--- config.mk ---
export PLATFORM = sky130hd
export DESIGN_NAME = cpw_channel
export DESIGN_NICKNAME = d
export VERILOG_FILES = /design/src/cpw_pkg.sv /design/src/cpw_channel.sv /design/src/cpw_period_timer.sv
export VERILOG_INCLUDE_DIRS = /design/src
export SDC_FILE = /design/constraint.sdc
export NUM_CORES = 1
export LEC_CHECK = 0
export ABC_AREA = 1
export BUFFER_PORTS_ARGS = -buffer_cell sky130_fd_sc_hd__buf_2
export CAP_MARGIN = 20
export CELL_PAD_IN_SITES_DETAIL_PLACEMENT = 1
export CELL_PAD_IN_SITES_GLOBAL_PLACEMENT = 2
export CORE_AREA = 5 5 131 133
export DETAILED_ROUTE_END_ITERATION = 7
export DIE_AREA = 0 0 136 138
export PLACE_DENSITY_LB_ADDON = 0.1
export SLEW_MARGIN = 20
export SYNTH_ARGS = -nofsm -noshare
export SYNTH_HDL_FRONTEND = slang
export SYNTH_HIERARCHICAL = 1
export SYNTH_SLANG_ARGS = --single-unit
--- constraint.sdc ---
create_clock -name aclk -period 5.9 [get_ports aclk]
set_input_delay 0 -clock aclk [delete_from_list [all_inputs] [get_ports aclk]]
set_output_delay 0 -clock aclk [all_outputs]
set_load 0.02 [all_outputs]
--- src/cpw_defs.svh ---
/*
 * Constants of the pulse-width channel: register indices, field positions,
 * reset values and timer divide figures.
 * Assumes it is included by its bare name in design, checker and bench files.
 */
`ifndef CPW_DEFS_SVH
`define CPW_DEFS_SVH

// Register indices; byte address is four times the index
`define CPW_IDX_PW_LO 10'h30c
`define CPW_IDX_PW_HI 10'h30d
`define CPW_IDX_CTL 10'h30e
`define CPW_IDX_PRD 10'h31c
`define CPW_IDX_TCTL 10'h31d
`define CPW_IDX_TCNT 10'h31e
`define CPW_IDX_STAT 10'h31f
`define CPW_IDX_DIR 10'h320

// Control register fields
`define CPW_CTL_EN 7
`define CPW_CTL_OUT 5
`define CPW_CTL_FMT 4
`define CPW_CTL_MODE_HI 3
`define CPW_CTL_MODE_LO 0
`define CPW_MODE_PWM_TOP 2'h3

// Timer control fields
`define CPW_TCTL_ON 7
`define CPW_TCTL_SRC_HI 3
`define CPW_TCTL_SRC_LO 2
`define CPW_TCTL_TIMER_PRESCALE_SELECT_HI 1
`define CPW_TCTL_TIMER_PRESCALE_SELECT_LO 0
`define CPW_SRC_FOSC4 2'h1

// Reset values
`define CPW_RST_CTL 8'h00
`define CPW_RST_PW 8'h00
`define CPW_RST_PRD 8'hff
`define CPW_RST_TCTL 8'h00
`define CPW_RST_DIR 1'b1

// Timer runs at the system clock divided by this
`define CPW_TMR_DIV 4

// AXI responses
`define CPW_RESP_OKAY 2'h0
`define CPW_RESP_SLVERR 2'h2

`endif

--- src/cpw_pkg.sv ---
/*
 * Types shared by the pulse-width channel and its period timer.
 * Assumes cpw_defs.svh supplies the numeric constants.
 */
package cpw_pkg;

    typedef enum logic [3:0] {
        CPW_R_PW_LO,
        CPW_R_PW_HI,
        CPW_R_CTL,
        CPW_R_PRD,
        CPW_R_TCTL,
        CPW_R_TCNT,
        CPW_R_STAT,
        CPW_R_DIR,
        CPW_R_NONE
    } cpw_reg_e;

    typedef struct packed {
        logic on;
        logic [1:0] src;
        logic [1:0] timer_prescale_select;
        logic [7:0] period_limit;
    } cpw_tmr_cfg_s;

    typedef struct packed {
        logic [7:0] count;
        logic [9:0] time_base;
        logic period_match;
    } cpw_tmr_sts_s;

endpackage

--- src/cpw_channel.sv ---
/*
 * Pulse-width channel with its AXI4-Lite register slave.
 * Assumes a single 10 MHz clock, a synchronous active-low reset and a
 * sleep request that comes from logic on the same clock.
 */
`timescale 1ns/10ps
`include "cpw_defs.svh"

// Operation
// - Period is (limit+1) times four clocks times prescale
// - Match: clear count, set pin unless duty is zero, load duty
// - Postscaler never affects output period
// - Duty writes apply only after next match
// - Alignment bit selects left or right placement
// - Byte layout of duty follows alignment
// - Time base is count plus two bits
// - Clear pin when time base equals duty
// - Duty above period leaves pin unchanged
// - Resolution grows with period limit, max ten
// - Sleep freezes timer and holds pin level
// - Reset restores registers, pin becomes input
// - Pin driven only when direction selects output
// - Control bit 7 enables channel
// - Control bit 5 reads output level
// - Mode 11xx is pulse-width, 0000 off
module cpw_channel (
    // Clock and reset
    input wire logic aclk,
    input wire logic aresetn,
    // AXI4-Lite write address
    input wire logic [11:0] s_axi_awaddr,
    input wire logic s_axi_awvalid,
    output logic s_axi_awready,
    // AXI4-Lite write data
    input wire logic [31:0] s_axi_wdata,
    input wire logic [3:0] s_axi_wstrb,
    input wire logic s_axi_wvalid,
    output logic s_axi_wready,
    // AXI4-Lite write response
    output logic [1:0] s_axi_bresp,
    output logic s_axi_bvalid,
    input wire logic s_axi_bready,
    // AXI4-Lite read address
    input wire logic [11:0] s_axi_araddr,
    input wire logic s_axi_arvalid,
    output logic s_axi_arready,
    // AXI4-Lite read data
    output logic [31:0] s_axi_rdata,
    output logic [1:0] s_axi_rresp,
    output logic s_axi_rvalid,
    input wire logic s_axi_rready,
    // System
    input wire logic sleep_mode,
    // Output pin
    output logic channel_output_pin,
    output logic channel_output_oe_n
);
    import cpw_pkg::*;

    // Registers
    logic [7:0] pw_lo_ff;
    logic [7:0] pw_hi_ff;
    logic en_ff;
    logic fmt_ff;
    logic [3:0] mode_ff;
    logic [7:0] period_limit_ff;
    logic tmr_on_ff;
    logic [1:0] tmr_src_ff;
    logic [1:0] timer_prescale_select_ff;
    logic match_flag_ff;
    logic pin_direction_ff;

    // Channel state
    logic [9:0] duty_buf_ff;
    logic out_ff;

    // Bus state
    logic bvalid_ff;
    logic [1:0] bresp_ff;
    logic rvalid_ff;
    logic [31:0] rdata_ff;
    logic [1:0] rresp_ff;

    // Decode and timer wiring
    logic wr_go;
    logic rd_go;
    cpw_reg_e wr_sel;
    cpw_reg_e rd_sel;
    logic wr_lane0;
    logic [7:0] wbyte;
    logic pwm_on;
    logic [9:0] duty_now;
    cpw_tmr_cfg_s tmr_cfg;
    cpw_tmr_sts_s tmr_sts;
    logic [7:0] ctl_rd;
    logic [7:0] tctl_rd;
    logic [7:0] nxt_rbyte;

    // Register select from a word address
    function automatic cpw_reg_e decode(input logic [11:0] addr);
        if (addr[11:2] == `CPW_IDX_PW_LO) begin
            decode = CPW_R_PW_LO;
        end else if (addr[11:2] == `CPW_IDX_PW_HI) begin
            decode = CPW_R_PW_HI;
        end else if (addr[11:2] == `CPW_IDX_CTL) begin
            decode = CPW_R_CTL;
        end else if (addr[11:2] == `CPW_IDX_PRD) begin
            decode = CPW_R_PRD;
        end else if (addr[11:2] == `CPW_IDX_TCTL) begin
            decode = CPW_R_TCTL;
        end else if (addr[11:2] == `CPW_IDX_TCNT) begin
            decode = CPW_R_TCNT;
        end else if (addr[11:2] == `CPW_IDX_STAT) begin
            decode = CPW_R_STAT;
        end else if (addr[11:2] == `CPW_IDX_DIR) begin
            decode = CPW_R_DIR;
        end else begin
            decode = CPW_R_NONE;
        end
    endfunction

    // Ten-bit duty from the two bytes under the chosen alignment
    function automatic logic [9:0] align(input logic left,
                                         input logic [7:0] hi,
                                         input logic [7:0] lo);
        if (left) begin
            align = {hi, lo[7:6]};
        end else begin
            align = {hi[1:0], lo};
        end
    endfunction

    // Write address and data are taken together, one write at a time
    assign wr_go = s_axi_awvalid && s_axi_wvalid && !bvalid_ff;
    assign s_axi_awready = wr_go;
    assign s_axi_wready = wr_go;
    assign rd_go = s_axi_arvalid && !rvalid_ff;
    assign s_axi_arready = rd_go;
    assign wr_sel = decode(s_axi_awaddr);
    assign rd_sel = decode(s_axi_araddr);
    assign wr_lane0 = wr_go && s_axi_wstrb[0];
    assign wbyte = s_axi_wdata[7:0];

    assign s_axi_bvalid = bvalid_ff;
    assign s_axi_bresp = bresp_ff;
    assign s_axi_rvalid = rvalid_ff;
    assign s_axi_rdata = rdata_ff;
    assign s_axi_rresp = rresp_ff;

    // Duty bytes are accepted at any time; only the buffer drives the pin
    always_ff @(posedge aclk) begin
        if (!aresetn) begin
            pw_lo_ff <= `CPW_RST_PW;
            pw_hi_ff <= `CPW_RST_PW;
        end else if (wr_lane0) begin
            if (wr_sel == CPW_R_PW_LO) begin
                pw_lo_ff <= wbyte;
            end else if (wr_sel == CPW_R_PW_HI) begin
                pw_hi_ff <= wbyte;
            end
        end
    end

    // Control: bit 6 unimplemented and bit 5 read-only
    always_ff @(posedge aclk) begin
        if (!aresetn) begin
            en_ff <= 1'(`CPW_RST_CTL >> `CPW_CTL_EN);
            fmt_ff <= 1'b0;
            mode_ff <= 4'h0;
        end else if (wr_lane0 && wr_sel == CPW_R_CTL) begin
            en_ff <= wbyte[`CPW_CTL_EN];
            fmt_ff <= wbyte[`CPW_CTL_FMT];
            mode_ff <= wbyte[`CPW_CTL_MODE_HI:`CPW_CTL_MODE_LO];
        end
    end

    // Period timer configuration
    always_ff @(posedge aclk) begin
        if (!aresetn) begin
            period_limit_ff <= `CPW_RST_PRD;
            tmr_on_ff <= 1'b0;
            tmr_src_ff <= 2'h0;
            timer_prescale_select_ff <= 2'h0;
        end else if (wr_lane0) begin
            if (wr_sel == CPW_R_PRD) begin
                period_limit_ff <= wbyte;
            end else if (wr_sel == CPW_R_TCTL) begin
                tmr_on_ff <= wbyte[`CPW_TCTL_ON];
                tmr_src_ff <= wbyte[`CPW_TCTL_SRC_HI:`CPW_TCTL_SRC_LO];
                timer_prescale_select_ff <= wbyte[`CPW_TCTL_TIMER_PRESCALE_SELECT_HI:`CPW_TCTL_TIMER_PRESCALE_SELECT_LO];
            end
        end
    end

    // Match flag: write one to clear, a match in the same cycle wins
    always_ff @(posedge aclk) begin
        if (!aresetn) begin
            match_flag_ff <= 1'b0;
        end else if (tmr_sts.period_match) begin
            match_flag_ff <= 1'b1;
        end else if (wr_lane0 && wr_sel == CPW_R_STAT && wbyte[0]) begin
            match_flag_ff <= 1'b0;
        end
    end

    // Direction resets to input so the pin floats until software opens it
    always_ff @(posedge aclk) begin
        if (!aresetn) begin
            pin_direction_ff <= `CPW_RST_DIR;
        end else if (wr_lane0 && wr_sel == CPW_R_DIR) begin
            pin_direction_ff <= wbyte[0];
        end
    end

    assign tmr_cfg.on = tmr_on_ff;
    assign tmr_cfg.src = tmr_src_ff;
    assign tmr_cfg.timer_prescale_select = timer_prescale_select_ff;
    assign tmr_cfg.period_limit = period_limit_ff;

    cpw_period_timer u_timer (
        .aclk(aclk),
        .aresetn(aresetn),
        .cfg(tmr_cfg),
        .sleep_mode(sleep_mode),
        .sts(tmr_sts)
    );

    // Alignment only matters in pulse-width mode
    assign pwm_on = en_ff &&
        (mode_ff[3:2] == `CPW_MODE_PWM_TOP);
    assign duty_now = align(fmt_ff, pw_hi_ff, pw_lo_ff);

    // Double buffer keeps a mid-period write from glitching the pulse
    always_ff @(posedge aclk) begin
        if (!aresetn) begin
            duty_buf_ff <= 10'h000;
        end else if (tmr_sts.period_match) begin
            duty_buf_ff <= duty_now;
        end
    end

    // Output latch. A duty the time base never reaches leaves the
    // level alone, giving a full-high period
    always_ff @(posedge aclk) begin
        if (!aresetn) begin
            out_ff <= 1'b0;
        end else if (!pwm_on) begin
            out_ff <= 1'b0;
        end else if (tmr_sts.period_match) begin
            out_ff <= (duty_now != 10'h000);
        end else if (tmr_sts.time_base == duty_buf_ff) begin
            out_ff <= 1'b0;
        end
    end

    // Sleep freezes the time base, so the level simply holds
    assign channel_output_pin = out_ff;
    assign channel_output_oe_n = pin_direction_ff;

    // Readback images
    always_comb begin
        ctl_rd = 8'h00;
        ctl_rd[`CPW_CTL_EN] = en_ff;
        ctl_rd[`CPW_CTL_OUT] = out_ff;
        ctl_rd[`CPW_CTL_FMT] = fmt_ff;
        ctl_rd[`CPW_CTL_MODE_HI:`CPW_CTL_MODE_LO] = mode_ff;
        tctl_rd = 8'h00;
        tctl_rd[`CPW_TCTL_ON] = tmr_on_ff;
        tctl_rd[`CPW_TCTL_SRC_HI:`CPW_TCTL_SRC_LO] = tmr_src_ff;
        tctl_rd[`CPW_TCTL_TIMER_PRESCALE_SELECT_HI:`CPW_TCTL_TIMER_PRESCALE_SELECT_LO] = timer_prescale_select_ff;
    end

    always_comb begin
        case (rd_sel)
            CPW_R_PW_LO: nxt_rbyte = pw_lo_ff;
            CPW_R_PW_HI: nxt_rbyte = pw_hi_ff;
            CPW_R_CTL: nxt_rbyte = ctl_rd;
            CPW_R_PRD: nxt_rbyte = period_limit_ff;
            CPW_R_TCTL: nxt_rbyte = tctl_rd;
            CPW_R_TCNT: nxt_rbyte = tmr_sts.count;
            CPW_R_STAT: nxt_rbyte = {7'h00, match_flag_ff};
            CPW_R_DIR: nxt_rbyte = {7'h00, pin_direction_ff};
            default: nxt_rbyte = 8'h00;
        endcase
    end

    // Write response, held until the master takes it
    always_ff @(posedge aclk) begin
        if (!aresetn) begin
            bvalid_ff <= 1'b0;
            bresp_ff <= `CPW_RESP_OKAY;
        end else if (wr_go) begin
            bvalid_ff <= 1'b1;
            bresp_ff <= (wr_sel == CPW_R_NONE) ?
                `CPW_RESP_SLVERR : `CPW_RESP_OKAY;
        end else if (s_axi_bready) begin
            bvalid_ff <= 1'b0;
        end
    end

    // Read data, held until the master takes it
    always_ff @(posedge aclk) begin
        if (!aresetn) begin
            rvalid_ff <= 1'b0;
            rdata_ff <= 32'h0000_0000;
            rresp_ff <= `CPW_RESP_OKAY;
        end else if (rd_go) begin
            rvalid_ff <= 1'b1;
            rdata_ff <= {24'h00_0000, nxt_rbyte};
            rresp_ff <= (rd_sel == CPW_R_NONE) ?
                `CPW_RESP_SLVERR : `CPW_RESP_OKAY;
        end else if (s_axi_rready) begin
            rvalid_ff <= 1'b0;
        end
    end

endmodule

--- src/cpw_period_timer.sv ---
/*
 * Shared 8-bit period timer with prescaler and 10-bit time base.
 * Assumes configuration comes from registers on the same clock.
 */
`timescale 1ns/10ps
`include "cpw_defs.svh"

module cpw_period_timer (
    // Clock and reset
    input wire logic aclk,
    input wire logic aresetn,
    // Configuration and sleep
    input wire cpw_pkg::cpw_tmr_cfg_s cfg,
    input wire logic sleep_mode,
    // Timer state
    output cpw_pkg::cpw_tmr_sts_s sts
);
    import cpw_pkg::*;

    logic [7:0] pre_ff;
    logic [7:0] count_ff;
    logic run;
    logic tick;

    // Last prescaler value before the timer increments
    function automatic logic [7:0] pre_limit(input logic [1:0] timer_prescale_select);
        case (timer_prescale_select)
            2'h0: pre_limit = 8'h03;
            2'h1: pre_limit = 8'h0f;
            2'h2: pre_limit = 8'h3f;
            default: pre_limit = 8'hff;
        endcase
    endfunction

    // Two time-base bits below the timer count
    function automatic logic [1:0] low_bits(input logic [1:0] timer_prescale_select,
                                            input logic [7:0] pre);
        case (timer_prescale_select)
            2'h0: low_bits = pre[1:0];
            2'h1: low_bits = pre[3:2];
            2'h2: low_bits = pre[5:4];
            default: low_bits = pre[7:6];
        endcase
    endfunction

    // Only the system clock over four gives a correct period
    assign run = cfg.on && (cfg.src == `CPW_SRC_FOSC4) && !sleep_mode;
    assign tick = run && (pre_ff == pre_limit(cfg.timer_prescale_select));

    always_ff @(posedge aclk) begin
        if (!aresetn) begin
            pre_ff <= 8'h00;
        end else if (!cfg.on) begin
            pre_ff <= 8'h00;
        end else if (run) begin
            pre_ff <= tick ? 8'h00 : pre_ff + 8'h01;
        end
    end

    // No postscaler in the path: the match alone ends a period
    always_ff @(posedge aclk) begin
        if (!aresetn) begin
            count_ff <= 8'h00;
        end else if (tick) begin
            if (count_ff == cfg.period_limit) begin
                count_ff <= 8'h00;
            end else begin
                count_ff <= count_ff + 8'h01;
            end
        end
    end

    assign sts.count = count_ff;
    assign sts.time_base = {count_ff, low_bits(cfg.timer_prescale_select, pre_ff)};
    assign sts.period_match = tick && (count_ff == cfg.period_limit);

endmodule

==> flow_metrics.env <==
export IMPL_clockRootBuffer="clkbuf_16"
export IMPL_ant_nets=0
export IMPL_fp_coreArea_sq_um=15710
export IMPL_avgSynthCellArea_sq_um=6.403
export IMPL_cts_max_level=3
export IMPL_area_growth_pct=15.16
export IMPL_worst_setup_path_end_kind="register"
export IMPL_cts_tree="built"
export IMPL_whs_path_depth=3
export IMPL_crit_chain="ha_1, nand3_1, a21oi_1, nand3_1, nor3_1, buf_4, clkinv_1, a21oi_1, o21ai_0, inv_1"
export IMPL_maxSlewHeadroom_pct=41.42
export IMPL_place_congestion=0.8554
export IMPL_status="completed"
export IMPL_finalSetupTns_ns=0
export IMPL_leakagePower_nw=2.550
export IMPL_max_freq_mhz=416.8
export IMPL_fin_crit_sh_pct=40.66
export IMPL_cts_sinks=76
export IMPL_fin_worst_skew_ns=0.008458
export IMPL_vias_per_cell=4.824
export IMPL_rows=46
export IMPL_worst_pin_slew_ns=0.8774
export IMPL_crit_fanout=14
export IMPL_io_pins=111
export IMPL_slew_viol_final=0
export IMPL_slowest_stage="dfxtp_1"
export IMPL_drv_cap=0
export IMPL_netlist_area_sq_um=4796
export IMPL_rr_worst_depth=10
export IMPL_io_buffers=53
export IMPL_initial_utilization_pct=30.52
export IMPL_cp_required_ns=6.18
export IMPL_grt_overflow_total=0
export IMPL_grt_pass1_vias=5014
export IMPL_grt_pass1_wl_microns=26530
export IMPL_rsz0062_at_grt="false"
export IMPL_dr_total_vias=4920
export IMPL_critPathKind="register to register"
export IMPL_setup_viol=0
export IMPL_syn_inst=749
export IMPL_die_area_sq_um=18770
export IMPL_dpl_hpwl_microns=12560
export IMPL_clk_pin_slew_worst_paths_ns=0.06
export IMPL_wl_per_cell_microns=16.00
export IMPL_grt_usage_pct=17.87
export IMPL_clk_path_buf_depth=2
export IMPL_power_mw=1.245
export IMPL_drt_iter0_drc=234
export IMPL_remaining_drc_errors=0
export IMPL_drive_above_1_share_pct=14.30
export IMPL_final_common_cell="nand2_1"
export IMPL_first_pass_iters=4
export IMPL_final_nets=869
export IMPL_final_cell_mix="217 x nand2_1, 78 x inv_1, 76 x dfxtp_1, 64 x nand3_1, 63 x nor2_1"
export IMPL_setup_slack_ns=3.501
export IMPL_pre_cts_ws_ns=3.501
export IMPL_yosysSeqAreaShare_pct=31.72
export IMPL_fillCellCount=2095
export IMPL_die_w_microns=136
export IMPL_crit_family="simple AND/OR/NAND/NOR gates"
export IMPL_vdd_ir_drop_max_uv=128.1
export IMPL_worstPathArrival_ns=2.68
export IMPL_diodes=0
export IMPL_start_kind="register"
export IMPL_wirelength_microns=16320
export IMPL_p_per_area_nw_per_um2=225.4
export IMPL_grt_max_degree=47
export IMPL_min_path_type="input pin to register"
export IMPL_min_period_ns=2.399
export IMPL_cts_inserted_buffers=9
export IMPL_yosys_warnings=6
export IMPL_ys_ff_latch=76
export IMPL_path_buf_inv=3
export IMPL_hold_viol=0
export IMPL_cp_depth=10
export IMPL_max_stage_delay_ns=0.39
export IMPL_insertion_delay_ns=0.35
export IMPL_antenna_found_initial=0
export IMPL_die_height_microns=138
export IMPL_synth_cell_types=39
[area by class of cell]
class	count	area [sq um]	share of cell area, %
Clock inverter	5	100.1	1.812
Tap cell	216	270.3	4.894
Inverter	91	344.1	6.230
Timing Repair Buffer	65	380.4	6.887
Clock buffer	11	232.7	4.214
Sequential cell	76	1521	27.55
Multi-Input combinational cell	556	2674	48.41
[final timing paths]
path	from	endpoint	slack [ns]
max	u_timer/pre_ff[1]	duty_buf_ff[2]	3.50
min	s_axi_wdata[7]	pw_lo_ff[7]	0.01
max reg2reg	u_timer/pre_ff[1]	duty_buf_ff[2]	3.50
min reg2reg	s_axi_rdata[6]	s_axi_rdata[6]	0.46
[timing repair]
item | 4_1_cts | 5_1_grt
endpoints found under the setup margin | 0 | 0
gates resized for setup | 0 | 0
hold buffers | 10 | 0
setup buffers | 0 | 0
endpoints found under the hold margin | 23 | 0
[worst register-to-register path, cell delays in order, from the launching register on]
cell      delay (ns)
dfxtp_1         0.39
ha_1            0.23
nand3_1         0.17
a21oi_1         0.21
nand3_1         0.24
nor3_1          0.20
buf_4           0.26
clkinv_1        0.27
a21oi_1         0.19
o21ai_0         0.11
inv_1           0.06
[stage by stage]
step | area, sq um | hold WS [ns] | cells | util (%)
floorplan | 4890 | 0.1384 | 774 | -
global placement | 5090 | 0.2522 | 994 | 32.39
detailed placement | 5090 | 0.2639 | 994 | 32.39
CTS | 5523 | 0.002833 | 1020 | 35.15
global route | 5523 | 0.03253 | 1020 | 35.15
finish | 5523 | 0.01390 | 1020 | 35.15
[synth_stat cells (all sizes together)]
| library cell | instances | area, sq um |
|---|---|---|
| o2111ai | 1 | 8.760 |
| buf | 45 | 327.8 |
| a21boi | 2 | 15.01 |
| nand2 | 224 | 863.3 |
| dfxtp | 76 | 1521 |
| nand3 | 71 | 405.4 |
| a21oi | 54 | 274.0 |
| conb | 1 | 3.750 |
| clkinv | 2 | 7.510 |
| ha | 2 | 25.02 |
| xor2 | 4 | 35.03 |
| o211ai | 6 | 45.04 |
| xnor2 | 4 | 35.03 |
| inv | 89 | 336.6 |
| clkbuf | 6 | 22.52 |
| o22ai | 1 | 6.260 |
| a211oi | 1 | 7.510 |
| o21ai | 25 | 125.1 |
| nor3 | 18 | 111.4 |
| and3 | 2 | 13.77 |
| nor2 | 76 | 361.6 |
| or2 | 3 | 18.77 |
| nand4 | 36 | 225.2 |
[where the power goes]
part           switching (mW)  internal (mW)
Sequential            0.00120          0.515
Clock                   0.223          0.412
Combinational          0.0704         0.0226
Total                   0.295          0.950
[kinds of logic after synthesis]
logic type	after synthesis	share of synthesized area, %
other cells	1	0.07819
fa+ha+maj	2	0.5217
xor+xnor	8	1.461
buf+inv	142	14.48
flops	76	31.72
simple gates	430	41.69
compound gates	90	10.04
[state kept, by name (all words and copies together) (netlist names), 2 cells and up]
| name | flops |
|---|---|
| mode_ff | 4 |
| period_limit_ff | 8 |
| s_axi_rdata | 8 |
| u_timer/pre_ff | 8 |
| u_timer/count_ff | 8 |
| pw_hi_ff | 8 |
| tmr_src_ff | 2 |
| timer_prescale_select_ff | 2 |
| duty_buf_ff | 10 |
| pw_lo_ff | 8 |
[metal layers]
metal  routed length, microns  part of all wire, %  global-route usage [%]  up-vias
met3                      715                  4.4                   2.358       27
met5                        0                    0                       0        -
met1                     7344                   45                   23.02     2324
met4                      408                  2.5                   7.851        0
li1                         -                    -                       -     2474
met2                     7849                   48                   29.67       95
Power figures use the tool's default switching activity.
